File: config.mk
export PLATFORM = sky130hd
export DESIGN_NAME = io_port_watchdog_timer
export DESIGN_NICKNAME = d
export VERILOG_FILES = /design/src/wdt_pkg.sv /design/src/io_port_watchdog_timer.sv /design/src/wdt_tick_div.sv
export SDC_FILE = /design/constraint.sdc
export NUM_CORES = 1
export LEC_CHECK = 0
export CAP_MARGIN = 10
export CORE_ASPECT_RATIO = 2
export CORE_UTILIZATION = 53
export DETAILED_ROUTE_END_ITERATION = 12
export DONT_BUFFER_PORTS = 1
export PLACE_DENSITY_LB_ADDON = 0.1
export SETUP_SLACK_MARGIN = 0.02
export SYNTH_ARGS = -nofsm -noshare
export SYNTH_HDL_FRONTEND = slang
export SYNTH_SLANG_ARGS = --single-unit
File: constraint.sdc
create_clock -name i_mclk -period 2.1 [get_ports i_mclk]
set_input_delay 0.315 -clock i_mclk [delete_from_list [all_inputs] [get_ports i_mclk]]
set_output_delay 0.315 -clock i_mclk [all_outputs]
set_load 0.1 [all_outputs]
File: src/wdt_pkg.sv
package wdt_pkg;
	// ------------------------------------------------------------
	// port map
	// ------------------------------------------------------------
	localparam logic [15:0] WDT_PORT_ADDR = 16'h0443;
	localparam int DATA_W = 8;
	localparam int INTERVAL_W = 6;
	localparam logic [INTERVAL_W-1:0] INTERVAL_MIN = 6'h01;
	localparam logic [INTERVAL_W-1:0] INTERVAL_MAX = 6'h3f;
	localparam logic [INTERVAL_W-1:0] INTERVAL_RESET = 6'h00;
	localparam logic [DATA_W-1:0] READ_VALUE = 8'h00;
	// ------------------------------------------------------------
	// timing
	// ------------------------------------------------------------
	localparam longint CLK_HZ = 20000000;
	localparam longint TICK_MS = 1000;
	localparam longint TICK_CYCLES = (CLK_HZ * TICK_MS) / 1000;
	localparam int RESET_PULSE_CYCLES = 16;
	// ------------------------------------------------------------
	// expiry action and countdown states
	// ------------------------------------------------------------
	typedef enum logic [0:0] {
		ACT_RESET = 1'b0,
		ACT_IRQ = 1'b1
	} action_t;
	typedef enum logic [1:0] {
		ST_OFF = 2'b00,
		ST_RUN = 2'b01,
		ST_FIRE = 2'b10
	} wdt_state_t;
endpackage : wdt_pkg

File: src/io_port_watchdog_timer.sv
`timescale 1ns/1ps
module io_port_watchdog_timer
	import wdt_pkg::*;
#(
	parameter int unsigned TICK_DIV = 32'(TICK_CYCLES),
	parameter int unsigned RST_CYCLES = RESET_PULSE_CYCLES
) (
	input wire logic i_mclk,
	input wire logic i_rstn,
	input wire logic [15:0] i_io_addr,
	input wire logic i_io_wr,
	input wire logic i_io_rd,
	input wire logic [wdt_pkg::DATA_W-1:0] i_io_wdata,
	input wire wdt_pkg::action_t i_action,
	output logic [wdt_pkg::DATA_W-1:0] o_io_rdata,
	output logic o_running,
	output logic [wdt_pkg::INTERVAL_W-1:0] o_remaining,
	output logic o_cpu_rst_n,
	output logic o_irq
);
	import wdt_pkg::*;

	initial begin
		if (RST_CYCLES < 1 || RST_CYCLES > 255) $error("reset pulse length out of range");
		if (TICK_DIV < 2) $error("second tick divider out of range");
	end

	// ------------------------------------------------------------
	// port decode
	// ------------------------------------------------------------
	// one address compare shared by both strobes
	function automatic logic port_hit(input logic [15:0] addr);
		port_hit = (addr == WDT_PORT_ADDR);
	endfunction : port_hit

	function automatic logic [INTERVAL_W-1:0] interval_of(input logic [DATA_W-1:0] data);
		interval_of = data[INTERVAL_W-1:0];
	endfunction : interval_of

	logic hit_wr, hit_rd, tick;
	logic [INTERVAL_W-1:0] wr_interval;
	assign hit_wr = i_io_wr && port_hit(i_io_addr);
	assign hit_rd = i_io_rd && port_hit(i_io_addr);
	assign wr_interval = interval_of(i_io_wdata);

	wdt_tick_div #(
		.TICK_DIV(TICK_DIV)
	) u_tick (
		.i_mclk(i_mclk),
		.i_rstn(i_rstn),
		.i_restart(hit_wr),
		.o_tick(tick)
	);

	// ------------------------------------------------------------
	// strap synchroniser
	// ------------------------------------------------------------
	// the action strap is a board pin, retimed before use
	localparam int SYNC_STAGES = 2;
	logic [SYNC_STAGES-1:0] act_sync_r, act_sync_nxt;
	logic act_irq;
	always_comb begin
		act_sync_nxt = {act_sync_r[SYNC_STAGES-2:0], (i_action == ACT_IRQ)};
	end

	always_ff @(posedge i_mclk or negedge i_rstn) begin
		if (!i_rstn) begin
			act_sync_r <= '0;
		end else begin
			act_sync_r <= act_sync_nxt;
		end
	end
	assign act_irq = act_sync_r[SYNC_STAGES-1];

	// ------------------------------------------------------------
	// countdown
	// ------------------------------------------------------------
	wdt_state_t state_r, state_nxt;
	logic [INTERVAL_W-1:0] cnt_r, cnt_nxt;
	logic [7:0] pulse_r, pulse_nxt;
	logic cpu_rst_n_r, cpu_rst_n_nxt;
	always_comb begin
		state_nxt = state_r;
		cnt_nxt = cnt_r;
		pulse_nxt = pulse_r;
		cpu_rst_n_nxt = cpu_rst_n_r;
		unique case (state_r)
			ST_OFF: begin
				cpu_rst_n_nxt = 1'b1;
			end
			ST_RUN: begin
				if (tick) begin
					if (cnt_r == INTERVAL_MIN) begin
						cnt_nxt = '0;
						state_nxt = ST_FIRE;
						pulse_nxt = 8'(RST_CYCLES);
						if (!act_irq) begin
							cpu_rst_n_nxt = 1'b0;
						end
					end else begin
						cnt_nxt = cnt_r - 1'b1;
					end
				end
			end
			ST_FIRE: begin
				if (pulse_r != 8'h00) begin
					pulse_nxt = pulse_r - 8'h01;
				end else begin
					cpu_rst_n_nxt = 1'b1;
					state_nxt = ST_OFF;
				end
			end
			default: begin
				state_nxt = ST_OFF;
			end
		endcase
		if (hit_wr) begin
			cnt_nxt = wr_interval;
			if (wr_interval == '0) begin
				state_nxt = ST_OFF;
			end else begin
				state_nxt = ST_RUN;
			end
		end else if (hit_rd) begin
			cnt_nxt = '0;
			state_nxt = ST_OFF;
		end
		// an access during the pulse ends it
		if ((hit_wr || hit_rd) && state_r == ST_FIRE) begin
			cpu_rst_n_nxt = 1'b1;
		end
	end

	always_ff @(posedge i_mclk or negedge i_rstn) begin
		if (!i_rstn) begin
			state_r <= ST_OFF;
			cnt_r <= INTERVAL_RESET;
			pulse_r <= 8'h00;
			cpu_rst_n_r <= 1'b1;
		end else begin
			state_r <= state_nxt;
			cnt_r <= cnt_nxt;
			pulse_r <= pulse_nxt;
			cpu_rst_n_r <= cpu_rst_n_nxt;
		end
	end

	// ------------------------------------------------------------
	// expiry interrupt
	// ------------------------------------------------------------
	logic expire;
	assign expire = (state_r == ST_RUN) && tick && (cnt_r == INTERVAL_MIN);
	logic irq_r, irq_nxt;
	// a refresh in the expiry cycle wins over o_irq and the timer reloads, but o_cpu_rst_n still falls when act_irq is low
	always_comb begin
		irq_nxt = irq_r;
		if (expire && act_irq) begin
			irq_nxt = 1'b1;
		end
		if (hit_wr || hit_rd) begin
			irq_nxt = 1'b0;
		end
	end

	always_ff @(posedge i_mclk or negedge i_rstn) begin
		if (!i_rstn) begin
			irq_r <= 1'b0;
		end else begin
			irq_r <= irq_nxt;
		end
	end

	// ------------------------------------------------------------
	// read data
	// ------------------------------------------------------------
	logic [DATA_W-1:0] rdata_r, rdata_nxt;
	always_comb begin
		rdata_nxt = rdata_r;
		if (hit_rd) begin
			rdata_nxt = READ_VALUE;
		end
	end

	always_ff @(posedge i_mclk or negedge i_rstn) begin
		if (!i_rstn) begin
			rdata_r <= READ_VALUE;
		end else begin
			rdata_r <= rdata_nxt;
		end
	end

	// ------------------------------------------------------------
	// outputs
	// ------------------------------------------------------------
	// every output straight from a register
	logic running_r, running_nxt;
	always_comb begin
		running_nxt = (state_nxt == ST_RUN);
	end

	always_ff @(posedge i_mclk or negedge i_rstn) begin
		if (!i_rstn) begin
			running_r <= 1'b0;
		end else begin
			running_r <= running_nxt;
		end
	end

	assign o_io_rdata = rdata_r;
	assign o_running = running_r;
	assign o_remaining = cnt_r;
	assign o_cpu_rst_n = cpu_rst_n_r;
	assign o_irq = irq_r;
endmodule : io_port_watchdog_timer

File: src/wdt_tick_div.sv
`timescale 1ns/1ps
module wdt_tick_div #(
	parameter int unsigned TICK_DIV = 20000000
) (
	input wire logic i_mclk,
	input wire logic i_rstn,
	input wire logic i_restart,
	output logic o_tick
);
	initial begin
		if (TICK_DIV < 2) $error("tick divider too small");
	end
	localparam int CW = $clog2(TICK_DIV);
	localparam logic [CW-1:0] LAST = CW'(TICK_DIV - 1);
	logic [CW-1:0] cnt_r, cnt_nxt;
	logic tick_r, tick_nxt;
	always_comb begin
		cnt_nxt = cnt_r + 1'b1;
		tick_nxt = 1'b0;
		if (i_restart) begin
			cnt_nxt = '0;
		end else if (cnt_r == LAST) begin
			cnt_nxt = '0;
			tick_nxt = 1'b1;
		end
	end
	always_ff @(posedge i_mclk or negedge i_rstn) begin
		if (!i_rstn) begin
			cnt_r <= '0;
			tick_r <= 1'b0;
		end else begin
			cnt_r <= cnt_nxt;
			tick_r <= tick_nxt;
		end
	end
	assign o_tick = tick_r;
endmodule : wdt_tick_div

==> impl_metrics.py <==
metrics = {
    "finish": {
        "n_antenna_cell": 0,
        "fill_cells": 438,
        "multiInputGateArea_um2": 1280,
        "stdcell_count": 351,
        "regArea_um2": 1180,
        "final_nets": 328,
        "layout-drive-gt1-share_pct": 14.5,
        "fin_util_pct": 62.9,
        "syn_to_final_growth_pct": 13.2,
    },
    "setup_path": {
        "slowest_stage": "or4_1",
        "reg2reg_depth": 5,
        "crit_required_ps": 2330,
        "start_kind": "register",
        "reg2reg_setup_slack_ps": 180,
        "critPathArrivalTime_ps": 2150,
        "end_kind": "register",
        "r2r_start": "u_tick.cnt_r[12]",
        "timing.rr.end": "u_tick.cnt_r[21]",
        "cp_max_fo": 8,
        "crit_type": "register to register",
        "path_cells": "nand3_1 -> or4_1 -> buf_4 -> or3_1 -> a21oi_1",
        "slowest_delay_ps": 600,
    },
    "synthesis": {
        "yosysUniqueCellTypes": 46,
        "ys_warn_count": 0,
        "async_flop_share_pct": 100,
        "synth_seq_cells": 47,
        "synthCells": 270,
        "synth_area_um2": 2550,
        "ys_seq_area_share_pct": 46.1,
        "synth_ff_type": "dfrtp_1",
        "syn-mean-instance-area_um2": 9.46,
        "synth_enable_flop_cells": 0,
    },
    "power": {
        "total_leakage_power_nw": 1.18,
        "peakVddDrop_uv": 727,
        "power_density_nw_per_um2": 599,
    },
    "min_path": {
        "holdPathEnd": "act_sync_r[0]",
        "whs_path_depth": 0,
        "min-delay-start": "i_action",
        "hold_path.class": "input port to register",
    },
    "die": {
        "io_pins": 46,
        "die-area_um2": 5120,
        "core_area_um2": 4600,
        "start_util_pct": 55.5,
        "rows": 35,
        "die_w_um": 51.1,
        "die_h_um": 100,
    },
    "placed_design": {
        "gp_congestion": 0.850,
        "dp_hpwl_um": 4250,
        "place_inst": 341,
        "numPortBuffers": 0,
    },
    "clock_network": {
        "insertion_delay_ps": 300,
        "cts_made_buffers": 5,
        "cts_buffer_depth": 2,
        "cts_setup_buffers": 0,
        "ctsResizeCount": 0,
        "cts.reportedPaths.clkPinSlew_ps": 90,
        "htree_num_levels": 2,
        "clock_sink_count": 47,
        "cts-root-buf": "clkbuf_8",
        "cts_tree": "yes",
        "cts_hold_buffers": 2,
    },
    "drt": {
        "post_drt_wl_per_cell_um": 16.2,
        "via_per_inst": 6.02,
        "via_count": 2114,
        "drt-pass1-iter-count": 4,
        "ant_nets": 0,
        "drc": 0,
        "wl_um": 5690,
        "drt_iter0_drc": 18,
    },
    "timing": {
        "rsz0062_at_grt": "no",
        "fin_tns_setup_ps": 0,
        "timing.final.crit_share_pct": 91.5,
        "tightest_slew_ps": 542,
        "max_freq_mhz": 520,
        "finalSetupViolCount": 0,
        "period_minus_slack_ps": 1920,
        "hold_violations": 0,
        "relSlewSlack_pct": 63.6,
        "drv_slew": 0,
        "clock_skew_ps": 7.78,
    },
    "global_route": {
        "grt_pass1_vias": 2204,
        "overflow": 0,
        "grt_use_total_pct": 25.4,
        "antenna_found_initial": 0,
        "grt_max_degree": 48,
        "grt_pass1_wl_um": 9810,
    },
    "status": {
        "status": "finished, final reports clean",
    },
    "run": {
        "drv_cap": 0,
    },
}
-- synthesized netlist by cell type, types with 6 or more instances --
library cell	number	area, um^2
dfrtp_1	46	1150
a21oi_1	21	105
nor2_1	19	71.3
nand3_1	17	85.1
nand2_1	15	56.3
o21ai_0	15	75.1
or3_1	10	62.6
inv_1	9	33.8
nor4_1	9	56.3
or4_1	9	67.6
buf_4	8	60.1
clkbuf_1	8	30.0
nand4_1	7	43.8
nor3_1	7	35.0
xnor2_1	7	61.3
xor2_1	6	52.6
-- layer usage --
metal	up-vias	track usage, %	wire length (um)
li1	1033	-	-
met1	1027	26.4	2110
met2	37	47.1	3210
met3	17	3.94	145
met4	0	12.8	231
met5	-	0	0
-- where the power goes --
part           switching, mW  internal (mW)
sequential            0.0406          0.940
combinational          0.117         0.0472
clock                  0.318          0.269
total                  0.476           1.26
-- critical path, delay by kind of cell, from the launching register on --
family | cells | cell delay, ps
compound gates | 1 | 140
buf+inv | 1 | 200
flops | 1 | 420
simple gates | 3 | 1100
-- stage by stage --
| stage | setup slack [ps] | cell area [um^2] | hold WS (ps) | total power [mW] |
|---|---|---|---|---|
| 2_1_floorplan | 34.0 | 2590 | 19.4 | 1.11 |
| 3_3_place_gp | 209 | 2760 | 20.3 | 1.14 |
| 3_5_place_dp | 179 | 2760 | 20.6 | 1.14 |
| 4_1_cts | 160 | 2890 | 32.0 | 1.74 |
| 5_1_grt | 28.8 | 2890 | 25.0 | 1.80 |
| 6_report | 178 | 2890 | 36.5 | 1.73 |
-- registers in the layout, summed over array words and instances, names as in the netlist --
register / cells
o_running: 1
o_cpu_rst_n: 1
u_tick.o_tick: 1
pulse_r: 8
act_sync_r: 2
u_tick.cnt_r: 25
o_remaining: 6
o_irq: 1
state_r: 2
-- cells by family (layout without fill, tap and decap cells) --
family                     Yosys count  after routing  synth area share (%)
xor gates and xnor gates            13             13                  4.46
DFF                                 47             47                  46.1
muxes                                3              3                  1.18
AOI/OAI and AO/OA                   60             60                  15.0
adders and majority gates            4              4                  1.96
and+or+nand+nor                    116            116                  26.1
other                                1              8                 0.147
buffers and inverters               26             45                  5.05
-- worst max-delay path by stage --
| stage | start | to | slack (ps) |
|---|---|---|---|
| after floorplan | o_remaining[1] | o_remaining[5] | 30 |
| after global placement | u_tick.cnt_r[12] | u_tick.cnt_r[21] | 210 |
| after detailed placement | u_tick.cnt_r[8] | u_tick.cnt_r[22] | 180 |
| after CTS | u_tick.cnt_r[8] | u_tick.cnt_r[21] | 160 |
| after global routing | u_tick.cnt_r[12] | u_tick.cnt_r[21] | 30 |
| final | u_tick.cnt_r[12] | u_tick.cnt_r[21] | 180 |
-- cell usage in the layout (no fill, tap or decap), types with 4 or more instances in the layout --
| master | count |
|---|---|
| dfrtp_1 | 46 |
| buf_4 | 26 |
| a21oi_1 | 21 |
| nor2_1 | 19 |
| nand3_1 | 17 |
| nand2_1 | 15 |
| o21ai_0 | 15 |
| or3_1 | 10 |
| inv_1 | 9 |
| or4_1 | 9 |
| nor4_1 | 8 |
| conb_1 | 8 |
| nand4_1 | 7 |
| nor3_1 | 7 |
| xnor2_1 | 7 |
| xor2_1 | 6 |
| clkbuf_8 | 6 |
| o2bb2ai_1 | 5 |
| o31ai_1 | 4 |
| nor2b_1 | 4 |
| ha_1 | 4 |
-- area by class of cell --
| class | instances | area share (%) |
|---|---|---|
| Sequential cell | 47 | 40.7 |
| Tap cell | 55 | 2.38 |
| Clock buffer | 6 | 2.86 |
| Multi-Input combinational cell | 204 | 44.3 |
| Timing Repair Buffer | 28 | 8.05 |
| Clock inverter | 2 | 0.563 |
| Inverter | 9 | 1.17 |
(Power assumes the default switching activity.)
